$ cat src/ctsg_pkg.sv
// package: offsets, reset values, bus codes and phase type for the cross-trigger status/gate block
package ctsg_pkg;

    // channel count of the cross-trigger unit, one bit per channel in every field
    localparam int          NUM_CHAN       = 4;

    // register offsets within the 4 KB debug frame (byte addresses)
    localparam logic [11:0] OFS_TRIG_STAT  = 12'h134;
    localparam logic [11:0] OFS_CHAN_STAT  = 12'h138;
    localparam logic [11:0] OFS_GATE       = 12'h140;
    localparam logic [11:0] OFS_TRACE_PSEL = 12'h150;
    localparam logic [11:0] OFS_ARCH       = 12'hfbc;
    localparam logic [11:0] OFS_CAPABILITY_CONFIG      = 12'hfc8;
    localparam logic [11:0] OFS_COMPONENT_TYPE    = 12'hfcc;
    localparam logic [11:0] OFS_PID4       = 12'hfd0;
    localparam logic [11:0] OFS_PID5       = 12'hfd4;
    localparam logic [11:0] OFS_PID6       = 12'hfd8;
    localparam logic [11:0] OFS_PID7       = 12'hfdc;
    localparam logic [11:0] OFS_PID0       = 12'hfe0;
    localparam logic [11:0] OFS_PID1       = 12'hfe4;
    localparam logic [11:0] OFS_PID2       = 12'hfe8;
    localparam logic [11:0] OFS_PID3       = 12'hfec;
    localparam logic [11:0] OFS_CID0       = 12'hff0;
    localparam logic [11:0] OFS_CID1       = 12'hff4;
    localparam logic [11:0] OFS_CID2       = 12'hff8;
    localparam logic [11:0] OFS_CID3       = 12'hffc;

    // values after reset and fixed field values
    localparam logic [3:0]  GATE_RST       = 4'hf;
    localparam logic [3:0]  MINOR_REV_RST  = 4'h0;
    localparam logic [3:0]  CUSTOMER_MODIFIED_UNMOD     = 4'h0;

    // bus codes
    localparam logic [2:0]  HSIZE_WORD     = 3'h2;
    localparam logic        HRESP_OKAY     = 1'b0;

    // bus data-phase tracker, one-hot
    typedef enum logic [2:0] {
        CTSG_PH_IDLE  = 3'h1,
        CTSG_PH_WRITE = 3'h2,
        CTSG_PH_READ  = 3'h4
    } ctsg_phase_t;

endpackage : ctsg_pkg

$ cat src/ctsg_chan_if.sv
// interface: channel signals between the register bank and the channel gate
`timescale 1ns/1ps
interface ctsg_chan_if;
    import ctsg_pkg::*;
    logic                ce;          // clock enable
    logic [NUM_CHAN-1:0] gate;        // propagation gate, 1 = pass
    logic [NUM_CHAN-1:0] local_ev;    // local channel events
    logic [NUM_CHAN-1:0] matrix_in;   // channels from the matrix
    logic [NUM_CHAN-1:0] matrix_out;  // gated channels to the matrix
    logic [NUM_CHAN-1:0] local_view;  // channels seen by local triggers
    logic [NUM_CHAN-1:0] chan_status; // sampled incoming channels

    // register bank side
    modport bank (output ce, gate, local_ev, matrix_in,
                  input  matrix_out, local_view, chan_status);
    // channel gate side
    modport chan (input  ce, gate, local_ev, matrix_in,
                  output matrix_out, local_view, chan_status);
endinterface : ctsg_chan_if

$ cat src/ctsg_chan_gate.sv
// module: channel propagation gate and incoming channel sampler
`timescale 1ns/1ps
module ctsg_chan_gate
    import ctsg_pkg::*;
(
    input  wire logic hclk,
    input  wire logic hresetn,
    ctsg_chan_if.chan ch
);

    // all state of the gate in one record
    typedef struct packed {
        logic [NUM_CHAN-1:0] matrix_out;  // registered toward the matrix
        logic [NUM_CHAN-1:0] local_view;  // registered toward local triggers
        logic [NUM_CHAN-1:0] chan_status; // registered incoming levels
    } ctsg_gate_st_t;

    ctsg_gate_st_t st_r;
    ctsg_gate_st_t st_nxt;

    // next state; frozen while the enable is low
    always_comb
    begin
        st_nxt = st_r;
        if (ch.ce)
        begin
            // a closed gate bit keeps that channel off the matrix
            st_nxt.matrix_out  = ch.local_ev & ch.gate;
            // local triggers still see local events, gate or not
            st_nxt.local_view  = ch.local_ev | ch.matrix_in;
            st_nxt.chan_status = ch.matrix_in;
        end
    end

    // state register
    always_ff @(posedge hclk or negedge hresetn)
    begin
        if (!hresetn)
            st_r <= '0;
        else
            st_r <= st_nxt;
    end

    assign ch.matrix_out  = st_r.matrix_out;
    assign ch.local_view  = st_r.local_view;
    assign ch.chan_status = st_r.chan_status;

    // closed channels never reach the matrix
    gate_block_a: assert property (@(posedge hclk) disable iff (!hresetn)
        ch.ce |=> (ch.matrix_out & ~$past(ch.gate)) == '0)
        else $error("closed channel reached the matrix");

    // with all gates closed local events still reach local triggers
    local_pass_a: assert property (@(posedge hclk) disable iff (!hresetn)
        (ch.ce && ch.gate == '0 && ch.local_ev != '0) |=> (ch.local_view != '0) && (ch.matrix_out == '0))
        else $error("local event lost or leaked with gate closed");

endmodule : ctsg_chan_gate

$ cat src/ctsg_top.sv
// module: AHB-Lite register bank for trigger/channel status, channel gate and identification
//
// Added by the designer: the AHB-Lite register port.
`timescale 1ns/1ps

module ctsg_top
    import ctsg_pkg::*;
#(
    parameter int          NUM_TRIG     = 8,       // trigger outputs
    parameter logic [11:0] PART_NUM     = 12'h000, // arbitrary value
    parameter logic [7:0]  DESIGNER     = 8'h00,   // arbitrary value
    parameter logic [3:0]  DESIGNER_CNT = 4'h0,    // arbitrary value
    parameter logic [3:0]  MEM_SIZE     = 4'h0,    // frame count code
    parameter logic [3:0]  REVISION     = 4'h0,    // arbitrary value
    parameter logic [31:0] DEV_ARCH     = 32'h0000_0000, // arbitrary value
    parameter logic [7:0]  DEV_TYPE     = 8'h00,   // arbitrary value
    parameter logic [3:0]  COMP_CLASS   = 4'h0,    // arbitrary value
    parameter logic [31:0] CID_BYTES    = 32'h0000_0000, // arbitrary value
    parameter logic [4:0]  TRACE_PIN    = 5'h00    // fixed trace pin
)
(
    input  wire logic                hclk,
    input  wire logic                hresetn,
    input  wire logic                ce,
    input  wire logic                hsel,
    input  wire logic [31:0]         haddr,
    input  wire logic [1:0]          htrans,
    input  wire logic                hwrite,
    input  wire logic [2:0]          hsize,
    input  wire logic                hready,
    input  wire logic [31:0]         hwdata,
    output logic                     hreadyout,
    output logic                     hresp,
    output logic [31:0]              hrdata,
    input  wire logic [NUM_TRIG-1:0] trig_out_level,
    input  wire logic [NUM_CHAN-1:0] chan_local_ev,
    input  wire logic [NUM_CHAN-1:0] chan_matrix_in,
    output logic [NUM_CHAN-1:0]      chan_matrix_out,
    output logic [NUM_CHAN-1:0]      chan_local_view
);

    // identification words assembled from the parameters
    localparam logic [31:0] PID0_VAL  = {24'h000000, PART_NUM[7:0]};
    localparam logic [31:0] PID1_VAL  = {24'h000000, DESIGNER[3:0], PART_NUM[11:8]};
    localparam logic [31:0] PID2_VAL  = {24'h000000, REVISION, DESIGNER[7:4]};
    localparam logic [31:0] PID4_VAL  = {24'h000000, MEM_SIZE, DESIGNER_CNT};
    localparam logic [31:0] TYPE_VAL  = {24'h000000, DEV_TYPE};
    // capability word: trigger count in bits 15:8, channel count in 19:16
    localparam logic [31:0] CAPABILITY_CONFIG_VAL = {12'h000, 4'(NUM_CHAN), 8'(NUM_TRIG), 8'h00};
    localparam logic [31:0] CID0_VAL  = {24'h000000, CID_BYTES[7:0]};
    localparam logic [31:0] CID1_VAL  = {24'h000000, COMP_CLASS, CID_BYTES[11:8]};
    localparam logic [31:0] CID2_VAL  = {24'h000000, CID_BYTES[23:16]};
    localparam logic [31:0] CID3_VAL  = {24'h000000, CID_BYTES[31:24]};

    // all state of the bank in one record
    typedef struct packed {
        ctsg_phase_t         phase;     // current data phase
        logic [11:0]         addr;      // offset held for the data phase
        logic [NUM_CHAN-1:0] gate;      // propagation gate
        logic [3:0]          minor_rev; // late-fix field, resets to zero
        logic [31:0]         rdata;     // read data for the data phase
    } ctsg_bank_st_t;

    ctsg_bank_st_t st_r;
    ctsg_bank_st_t st_nxt;

    // offset match, used by decode, forwarding and checks
    function automatic logic ctsg_hit(input logic [11:0] a, input logic [11:0] ofs);
        ctsg_hit = (a == ofs);
    endfunction : ctsg_hit

    logic                ch_acc;     // address phase taken this cycle
    logic                ch_wr_acc;  // taken write of a whole word
    logic [11:0]         ch_ofs;     // offset of the address phase
    logic [NUM_CHAN-1:0] gate_view;  // gate value with a pending write forwarded
    logic [31:0]         rd_val;     // decoded read value
    logic [NUM_CHAN-1:0] chan_stat;  // incoming channel status from the gate

    ctsg_chan_if ch_if ();

    // channel gate instance
    ctsg_chan_gate u_gate (
        .hclk    (hclk),
        .hresetn (hresetn),
        .ch      (ch_if.chan)
    );

    // feed the gate from the bank and the pins
    assign ch_if.ce        = ce;
    assign ch_if.gate      = st_r.gate;
    assign ch_if.local_ev  = chan_local_ev;
    assign ch_if.matrix_in = chan_matrix_in;
    assign chan_matrix_out = ch_if.matrix_out;
    assign chan_local_view = ch_if.local_view;
    assign chan_stat       = ch_if.chan_status;

    // the bank never waits except while frozen; stalling keeps the master from losing a beat
    assign hreadyout = ce;
    assign hresp     = HRESP_OKAY;
    assign hrdata    = st_r.rdata;

    // address phase decode
    assign ch_ofs    = haddr[11:0];
    assign ch_acc    = hsel && htrans[1] && hready && ce;
    assign ch_wr_acc = ch_acc && hwrite && (hsize == HSIZE_WORD);

    // gate forwarding: a read right behind a gate write sees the new value
    always_comb
    begin
        gate_view = st_r.gate;
        if (st_r.phase == CTSG_PH_WRITE && ctsg_hit(st_r.addr, OFS_GATE))
            gate_view = hwdata[NUM_CHAN-1:0];
    end

    // read decode; reads have no side effect on any state
    always_comb
    begin
        rd_val = 32'h0000_0000;
        case (ch_ofs)
            OFS_TRIG_STAT:  rd_val = 32'(trig_out_level);
            OFS_CHAN_STAT:  rd_val = 32'(chan_stat);
            OFS_GATE:       rd_val = 32'(gate_view);
            OFS_TRACE_PSEL: rd_val = 32'(TRACE_PIN);
            OFS_ARCH:       rd_val = DEV_ARCH;
            OFS_CAPABILITY_CONFIG:      rd_val = CAPABILITY_CONFIG_VAL;
            OFS_COMPONENT_TYPE:    rd_val = TYPE_VAL;
            OFS_PID4:       rd_val = PID4_VAL;
            OFS_PID0:       rd_val = PID0_VAL;
            OFS_PID1:       rd_val = PID1_VAL;
            OFS_PID2:       rd_val = PID2_VAL;
            // customer field fixed, minor revision from its own storage
            OFS_PID3:       rd_val = {24'h000000, st_r.minor_rev, CUSTOMER_MODIFIED_UNMOD};
            OFS_CID0:       rd_val = CID0_VAL;
            OFS_CID1:       rd_val = CID1_VAL;
            OFS_CID2:       rd_val = CID2_VAL;
            OFS_CID3:       rd_val = CID3_VAL;
            // PID5 to PID7 and unmapped offsets read zero
            default:        rd_val = 32'h0000_0000;
        endcase
    end

    // next state of the bank; nothing moves while the enable is low
    always_comb
    begin
        st_nxt = st_r;
        if (ce)
        begin
            // finish a write data phase: only the gate takes data
            if (st_r.phase == CTSG_PH_WRITE)
            begin
                if (ctsg_hit(st_r.addr, OFS_GATE))
                    st_nxt.gate = hwdata[NUM_CHAN-1:0];
                // every other offset drops the data, pin select included
            end
            // minor revision only ever holds its reset value
            st_nxt.minor_rev = st_r.minor_rev;
            // open the next data phase
            if (ch_wr_acc)
            begin
                st_nxt.phase = CTSG_PH_WRITE;
                st_nxt.addr  = ch_ofs;
            end
            else if (ch_acc && !hwrite)
            begin
                st_nxt.phase = CTSG_PH_READ;
                st_nxt.addr  = ch_ofs;
                st_nxt.rdata = rd_val;
            end
            else
            begin
                // idle, busy or narrow writes: nothing to do
                st_nxt.phase = CTSG_PH_IDLE;
            end
        end
    end

    // state register
    always_ff @(posedge hclk or negedge hresetn)
    begin
        if (!hresetn)
        begin
            st_r.phase     <= CTSG_PH_IDLE;
            st_r.addr      <= 12'h000;
            st_r.gate      <= GATE_RST;
            st_r.minor_rev <= MINOR_REV_RST;
            st_r.rdata     <= 32'h0000_0000;
        end
        else
        begin
            st_r <= st_nxt;
        end
    end

    // gate opens fully out of reset
    gate_reset_a: assert property (@(posedge hclk) disable iff (!hresetn)
        $rose(hresetn) |-> (st_r.gate == GATE_RST) && (chan_matrix_out == '0))
        else $error("gate not all open after reset");

    // a gate write lands when its data phase completes
    gate_write_a: assert property (@(posedge hclk) disable iff (!hresetn)
        (ch_wr_acc && ctsg_hit(ch_ofs, OFS_GATE)) ##1 ce |=> st_r.gate == $past(hwdata[NUM_CHAN-1:0]))
        else $error("gate write not applied");

    // writes elsewhere leave the gate untouched
    ro_write_a: assert property (@(posedge hclk) disable iff (!hresetn)
        (ch_acc && hwrite && !ctsg_hit(ch_ofs, OFS_GATE)) ##1 ce |=> $stable(st_r.gate))
        else $error("write to read-only offset changed the gate");

    // trigger status returns the levels seen in the address phase
    trig_status_a: assert property (@(posedge hclk) disable iff (!hresetn)
        (ch_acc && !hwrite && ctsg_hit(ch_ofs, OFS_TRIG_STAT)) |=> hrdata == 32'($past(trig_out_level)))
        else $error("trigger status read wrong");

    // channel status follows the matrix input with one cycle of sampling
    chan_status_a: assert property (@(posedge hclk) disable iff (!hresetn)
        (ce ##1 (ch_acc && !hwrite && ctsg_hit(ch_ofs, OFS_CHAN_STAT))) |=> hrdata == 32'($past(chan_matrix_in, 2)))
        else $error("channel status read wrong");

    // part number and designer nibble come back from the second id word
    part_id_a: assert property (@(posedge hclk) disable iff (!hresetn)
        (ch_acc && !hwrite && ctsg_hit(ch_ofs, OFS_PID1)) |=> hrdata[3:0] == PART_NUM[11:8] && hrdata[7:4] == DESIGNER[3:0])
        else $error("part number field wrong");

    // customer and minor revision fields both read zero
    rev_zero_a: assert property (@(posedge hclk) disable iff (!hresetn)
        (ch_acc && !hwrite && ctsg_hit(ch_ofs, OFS_PID3)) |=> hrdata == 32'h0000_0000)
        else $error("revision fields not zero");

    // component class sits in the second component word
    comp_class_a: assert property (@(posedge hclk) disable iff (!hresetn)
        (ch_acc && !hwrite && ctsg_hit(ch_ofs, OFS_CID1)) |=> hrdata[7:4] == COMP_CLASS)
        else $error("component class wrong");

    // upper peripheral words PID5 and PID7 read zero
    id_zero_a: assert property (@(posedge hclk) disable iff (!hresetn)
        (ch_acc && !hwrite && (ctsg_hit(ch_ofs, OFS_PID5) || ctsg_hit(ch_ofs, OFS_PID7))) |=> hrdata == 32'h0000_0000)
        else $error("unspecified id word not zero");

    // pin select keeps its fixed pin after any write
    psel_fixed_a: assert property (@(posedge hclk) disable iff (!hresetn)
        (ch_acc && !hwrite && ctsg_hit(ch_ofs, OFS_TRACE_PSEL)) |=> hrdata == 32'(TRACE_PIN))
        else $error("trace pin select moved");

    // the bank stalls only while frozen and always answers okay
    bus_ready_a: assert property (@(posedge hclk) disable iff (!hresetn)
        (hreadyout == ce) && (hresp == HRESP_OKAY))
        else $error("bad bus response");

endmodule : ctsg_top

$ cat config.mk
export PLATFORM = sky130hd
export DESIGN_NAME = ctsg_top
export DESIGN_NICKNAME = d
export VERILOG_FILES = /design/src/ctsg_pkg.sv /design/src/ctsg_chan_if.sv /design/src/ctsg_chan_gate.sv /design/src/ctsg_top.sv
export SDC_FILE = /design/constraint.sdc
export NUM_CORES = 1
export LEC_CHECK = 0
export BUFFER_PORTS_ARGS = -buffer_cell sky130_fd_sc_hd__buf_2
export CORE_MARGIN = 4
export CORE_UTILIZATION = 42
export DETAILED_ROUTE_END_ITERATION = 8
export PLACE_DENSITY = 0.77
export SYNTH_ARGS = -nofsm -noshare
export SYNTH_HDL_FRONTEND = slang
export SYNTH_HIERARCHICAL = 1
export SYNTH_SLANG_ARGS = --single-unit
$ cat constraint.sdc
create_clock -name hclk -period 3.2 [get_ports hclk]
set_input_delay 0.16 -clock hclk [delete_from_list [all_inputs] [get_ports hclk]]
set_output_delay 0.16 -clock hclk [all_outputs]
set_load 0.01 [all_outputs]
Word level (Yosys, flattened, before mapping)
Cells that the tools add are included.
Word-level totals
  word-level logic and storage cells: 34
  register bits: 63
  output and inout bits: 42
Cells by class
  equal/unequal tests: 7
  reductions and logical operators: 12
  bitwise gates (word level): 3
  muxes and demuxes: 5
Operators by type and width (count)
  19-bit case mux with 4 select lines: 1
  12-bit by 9-bit equality test with 1-bit output, second input constant: 4
  15-bit 2-to-1 mux: 1
  12-bit equality test, second input constant: 1
  12-bit 2-to-1 mux: 1
  1-bit logical AND: 7
  3-bit by 2-bit equality test with 1-bit output, second input constant: 2
  3-bit AND reduction: 2
  4-bit bitwise AND: 1
  4-bit 2-to-1 mux: 1
  4-bit bitwise OR: 1
  3-bit 2-to-1 mux: 1
  2-bit AND reduction: 1
  2-bit nonzero test: 1
  1-bit zero test: 1
  1-bit inverter: 1

Depth between registers and ports, before layout
  depth after elaboration: 7
  gate-level depth with buffers: 5
  depth with buffers taken out: 4

Hierarchy
The synthesis kept the hierarchy.
By module, submodules not included
  ctsg_top: area each 1676.6 um^2, times used 1, cells an instance 164
  ctsg_chan_gate: area each 481.7 um^2, times used 1, cells an instance 42

Worst setup path after synthesis
No wires, ideal clock.
  path type: register to register
  from: reg st_r[45] (netlist name)
  to: reg, netlist name ch_if.gate[0]
  path slack: 1770 ps
  path buffers: 1
  data arrival time: 1348 ps
  period minus slack after synthesis: 1430 ps
  cell stages (with the launch flop): 6
  cells stage by stage: dfrtp_1 nor4b_1 and4_1 buf_2 nand2_1 mux2_2
Between the ends
  longest elaborated chain between the ends: 2
Ends and longest elaborated chain
  start, declared: line ctsg_top.sv:64  | ctsg_bank_st_t st_r;
  start signal, assigned: line ctsg_top.sv:190  | st_r <= st_nxt;
  12-bit by 9-bit equality test with 1-bit output: line ctsg_top.sv:69  | ctsg_hit = (a == ofs);
  3-bit AND reduction (no source line)
Every way passes these cells.
A chain may end at the register's enable or synchronous reset.

Worst setup path in the final report
  from: reg st_r[45] (netlist name)
  to: reg, netlist name ch_if.gate[1]
Between the ends
  longest elaborated chain between the ends: 2
Ends and longest elaborated chain (line)
  12-bit by 9-bit equality test with 1-bit output: ctsg_top.sv:69
  3-bit AND reduction (no source line)
Every way passes these cells.

==> results.rst <==
.. list-table::
   :header-rows: 1

   * - Metric
     - Value
   * - Run status
     - finished, violations left
   * - Violations in the final reports
     - hold timing
   * - Clock tree from TritonCTS
     - yes
   * - Vias in the first global route
     - 1440
   * - Residual DRC count
     - 0
   * - CTS clock-pin slew for the worst setup and hold paths
     - approximately 0.08 ns
   * - Fraction of final layout cells with drive strength greater than 1
     - 0.398
   * - Power density over the cells
     - ~480 nW/um2
   * - Sequential fraction of design power
     - 0.504
   * - Unrepaired setup endpoints after global routing
     - no
   * - Largest net degree at the start of global routing
     - about 40
   * - Relative contribution of the clock network to total power
     - 0.348
   * - Inst Count DP
     - between 300 and 400
   * - Die span in x
     - about 80 um
   * - Worst reg2reg setup slack
     - ~1.4 ns
   * - Wire length of the first global-routing pass
     - ~7100 um
   * - Capture point of the worst reg-to-reg path
     - ch_if.gate[1]$_DFFE_PN1P_
   * - Crit. Startpoint
     - st_r[45]$_DFFE_PN0P_
   * - Number of hold-repair buffers added at the cts stage
     - 0
   * - Unique masters post-synth
     - 34
   * - Die Y-Extent
     - 79.7 um
   * - Most instantiated library cell after synthesis
     - sky130_fd_sc_hd__dfrtp_1
   * - Path type of the worst min-delay path
     - in -> async
   * - Final setup skew
     - 0.00784 ns
   * - Number of routed nets with antenna violations
     - 0
   * - Fin worst setup slack
     - 1.43 ns
   * - Vias after detailed routing
     - between 1500 and 2000
   * - Starting Density
     - 0.445
   * - Type of element launching the critical path
     - flip-flop
   * - Mean instance size in the synthesized netlist
     - 10.5 um2
   * - Gate count of the mapped netlist
     - 206
   * - DR vias/cell
     - 4.81
   * - Post-synthesis to final-layout area growth
     - 12.8%
   * - Number of buffers created by CTS
     - 5
   * - Register-to-Register Path Depth
     - 4
   * - Sequential area share after synthesis
     - 0.467
   * - I/O Pins
     - about 130
   * - Post-layout power
     - between 0.001 and 0.0015 W
   * - Share of total power in combinational logic
     - 0.147
   * - Crit path max fanout
     - 5
   * - Overall routing resource usage
     - 0.145
   * - Number of flops mapped to enable cells by yosys
     - 0
   * - List of cells traversed by the critical path
     - nor4b_1 -> and4_1 -> nand2_1 -> mux2_2
   * - # port buffers
     - 60
   * - Total Routed Length
     - 4480 um
   * - FF+latch count, synth
     - 40
   * - Buffer depth of the longest clock path
     - 2
   * - Number of violations of the max-capacitance limit
     - 0
   * - Delay contributed by the slowest stage of the critical path
     - just over 0.4 ns
   * - PostCTS Resize Cnt
     - 0
   * - Arrival @ worst endpoint
     - ~2.0 ns
   * - Area of the mapped netlist
     - 2160 um2
   * - Ratio of final minimum period to clock period
     - 0.555
   * - Critical Path Sink Type
     - flip-flop
   * - Number of antenna violations at the first check in global routing
     - 0
   * - Global placement routability congestion
     - 0.826
   * - Final hold slack
     - -0.0246 ns
   * - Standby leakage power
     - 1.12 nW
   * - Max-Slew Margin vs Limit
     - 0.412
   * - Post-route insts no fill
     - 321
   * - Max IR drop VDD
     - 294 uV
   * - Wire length per cell after detailed routing
     - approximately 14 um
   * - Dominant cells by area after synthesis
     - sky130_fd_sc_hd__dfrtp_1 41%, sky130_fd_sc_hd__buf_4 12%, sky130_fd_sc_hd__mux2_2 8.9%, sky130_fd_sc_hd__dfstp_2 6.1%, sky130_fd_sc_hd__a21oi_1 3.0%
   * - Reg2reg start
     - st_r[45]$_DFFE_PN0P_
   * - Async set-or-reset flop fraction in the synthesized netlist
     - 1.00
   * - Transition time at the pin with the least slew margin
     - 0.882 ns
   * - Floorplan Core Area
     - 4850 um2
   * - Cell Rows
     - 25
   * - Clock net sink count
     - 40
   * - Buffer cell driving the clock tree root
     - sky130_fd_sc_hd__clkbuf_8
   * - Pins Over Slew Limit
     - 0
   * - Initial DRC Count
     - 83
   * - Leading area contributor after synthesis
     - sky130_fd_sc_hd__dfrtp_1
   * - Setup TNS Final
     - 0 ns
   * - Fmax achieved
     - roughly 0.56 GHz
   * - Area of the die
     - approximately 6300 um2
   * - Net count reported at finish
     - 344
   * - Pre-CTS setup slack
     - ~1.4 ns
   * - CP Data Required Time
     - 3.42 ns
   * - Total internal power
     - ~0.00088 W
   * - Final setup violation count
     - 0
   * - Warnings from Yosys
     - 6
   * - Min Tclk post-route
     - 1.77 ns
   * - Gr ovfl total
     - 0
   * - Slowest stage cell, crit path
     - sky130_fd_sc_hd__and4_1
   * - Area share of the largest cell type after synthesis
     - 0.406
   * - DRT Pass-1 Iters
     - 4
   * - Final number of hold-violating endpoints
     - 35
   * - List of most frequent post-synthesis cells
     - 35 x sky130_fd_sc_hd__dfrtp_1, 34 x sky130_fd_sc_hd__buf_4, 17 x sky130_fd_sc_hd__mux2_2
   * - H-tree level count
     - 2
   * - Antenna diode count
     - 0
   * - Insertion delay of the later-clocked pin in the worst-skew pair
     - around 0.3 ns
   * - Switch Pwr
     - ~0.0003 W
   * - Most used flip-flop cell after synthesis
     - sky130_fd_sc_hd__dfrtp_1
   * - Kind of critical path
     - reg -> reg
   * - Post-CTS setup buffers
     - 0
   * - Net Sw Frac
     - 0.255
   * - Dpl hpwl
     - 3370 um
## power groups by stage
stage	clock network [W]	logic [W]	registers [W]
floorplan	0	0.000141	0.000597
global placement	0	0.000170	0.000600
detailed placement	0	0.000175	0.000604
CTS	0.000419	0.000176	0.000594
global route	0.000447	0.000194	0.000600
finish	0.000411	0.000174	0.000595
## area by class of cell
| class | instances | area (um2) |
|---|---|---|
| Multi-Input combinational cell | 140 | 905 |
| Timing Repair Buffer | 61 | 308 |
| Fill cell | 462 | 2410 |
| Inverter | 5 | 18.8 |
| Clock buffer | 5 | 68.8 |
| Clock inverter | 3 | 42.5 |
| Tap cell | 67 | 83.8 |
| Sequential cell | 40 | 1010 |
## flip-flops by register name (all words and copies together), names as in the netlist
name and cells:
u_gate/ch.chan_status 4, u_gate/ch.local_view 4, u_gate/ch.matrix_out 4, hrdata 9, ch_if.gate 4, st_r 15
## logic make-up (layout without fill, tap and decap cells)
| family | Yosys count | after routing | share of synthesized area |
|---|---|---|---|
| AO/OA/AOI/OAI | 27 | 27 | 0.0713 |
| buffers and inverters | 48 | 74 | 0.152 |
| flip-flops | 40 | 40 | 0.467 |
| multiplexers | 25 | 25 | 0.135 |
| other | 1 | 23 | 0.00174 |
| AND/OR/NAND/NOR | 65 | 65 | 0.173 |
## layer usage
layer / wire length, um / global-route usage
met5: 0 / 0
met4: 53 / 0.0412
met3: 396 / 0.0372
met2: 2080 / 0.225
met1: 1950 / 0.200
## layout by cell type, fill, tap and decap left out
cell type                    netlist  routed
sky130_fd_sc_hd__nand2_1          11      11
sky130_fd_sc_hd__or2_2             1       1
sky130_fd_sc_hd__or4b_1            1       1
sky130_fd_sc_hd__mux2_2           17      17
sky130_fd_sc_hd__nor4b_1           2       2
sky130_fd_sc_hd__o21ai_0           5       5
sky130_fd_sc_hd__buf_4            34       1
sky130_fd_sc_hd__a21oi_1          13      13
sky130_fd_sc_hd__clkinvlp_4        0       1
sky130_fd_sc_hd__dfstp_2           5       5
sky130_fd_sc_hd__or4_4             1       1
sky130_fd_sc_hd__a22o_1            4       4
sky130_fd_sc_hd__mux2i_1           4       4
sky130_fd_sc_hd__dfrtp_1          35      35
sky130_fd_sc_hd__nand2b_1          8       8
sky130_fd_sc_hd__nand2_2           1       1
sky130_fd_sc_hd__clkbuf_8          0       5
sky130_fd_sc_hd__o41ai_1           1       1
sky130_fd_sc_hd__nor2b_1           2       2
sky130_fd_sc_hd__nor3b_1           1       1
sky130_fd_sc_hd__nor4_4            1       1
sky130_fd_sc_hd__or3b_2            1       1
sky130_fd_sc_hd__bufinv_16         0       1
sky130_fd_sc_hd__nand3_1           6       6
sky130_fd_sc_hd__conb_1            1      23
sky130_fd_sc_hd__clkinv_2          0       1
sky130_fd_sc_hd__nor2_1           16      16
sky130_fd_sc_hd__and3_2            1       1
sky130_fd_sc_hd__buf_2             5      60
sky130_fd_sc_hd__and4_1            1       1
sky130_fd_sc_hd__nand4bb_1         1       1
sky130_fd_sc_hd__o21ai_1           4       4
sky130_fd_sc_hd__nor4_1            9       9
sky130_fd_sc_hd__inv_1             5       5
sky130_fd_sc_hd__mux2_4            4       4
sky130_fd_sc_hd__nand4_1           1       1
## how the worst max path moves through the flow
stage,endpoint,depth (start not counted)
final,ch_if.gate[1]$_DFFE_PN1P_,4
after global routing,ch_if.gate[0]$_DFFE_PN1P_,4
after CTS,ch_if.gate[1]$_DFFE_PN1P_,4
after detailed placement,ch_if.gate[1]$_DFFE_PN1P_,4
after global placement,ch_if.gate[3]$_DFFE_PN1P_,4
after floorplan,ch_if.gate[0]$_DFFE_PN1P_,5
## stage by stage
| stage | instance area (um2) | util |
|---|---|---|
| 6_report | 2430 | 0.502 |
| 3_3_place_gp | 2320 | 0.479 |
| 3_5_place_dp | 2320 | 0.479 |
| 4_1_cts | 2430 | 0.502 |
| 2_1_floorplan | 2240 | - |
| 5_1_grt | 2430 | 0.502 |
## worst max-delay path, delay by kind of cell, from the launching register on
family	cells	cell delay [ns]
DFF	1	0.39
muxes	1	0.33
and+or+nand+nor	3	0.98
(Power assumes the default switching activity.)
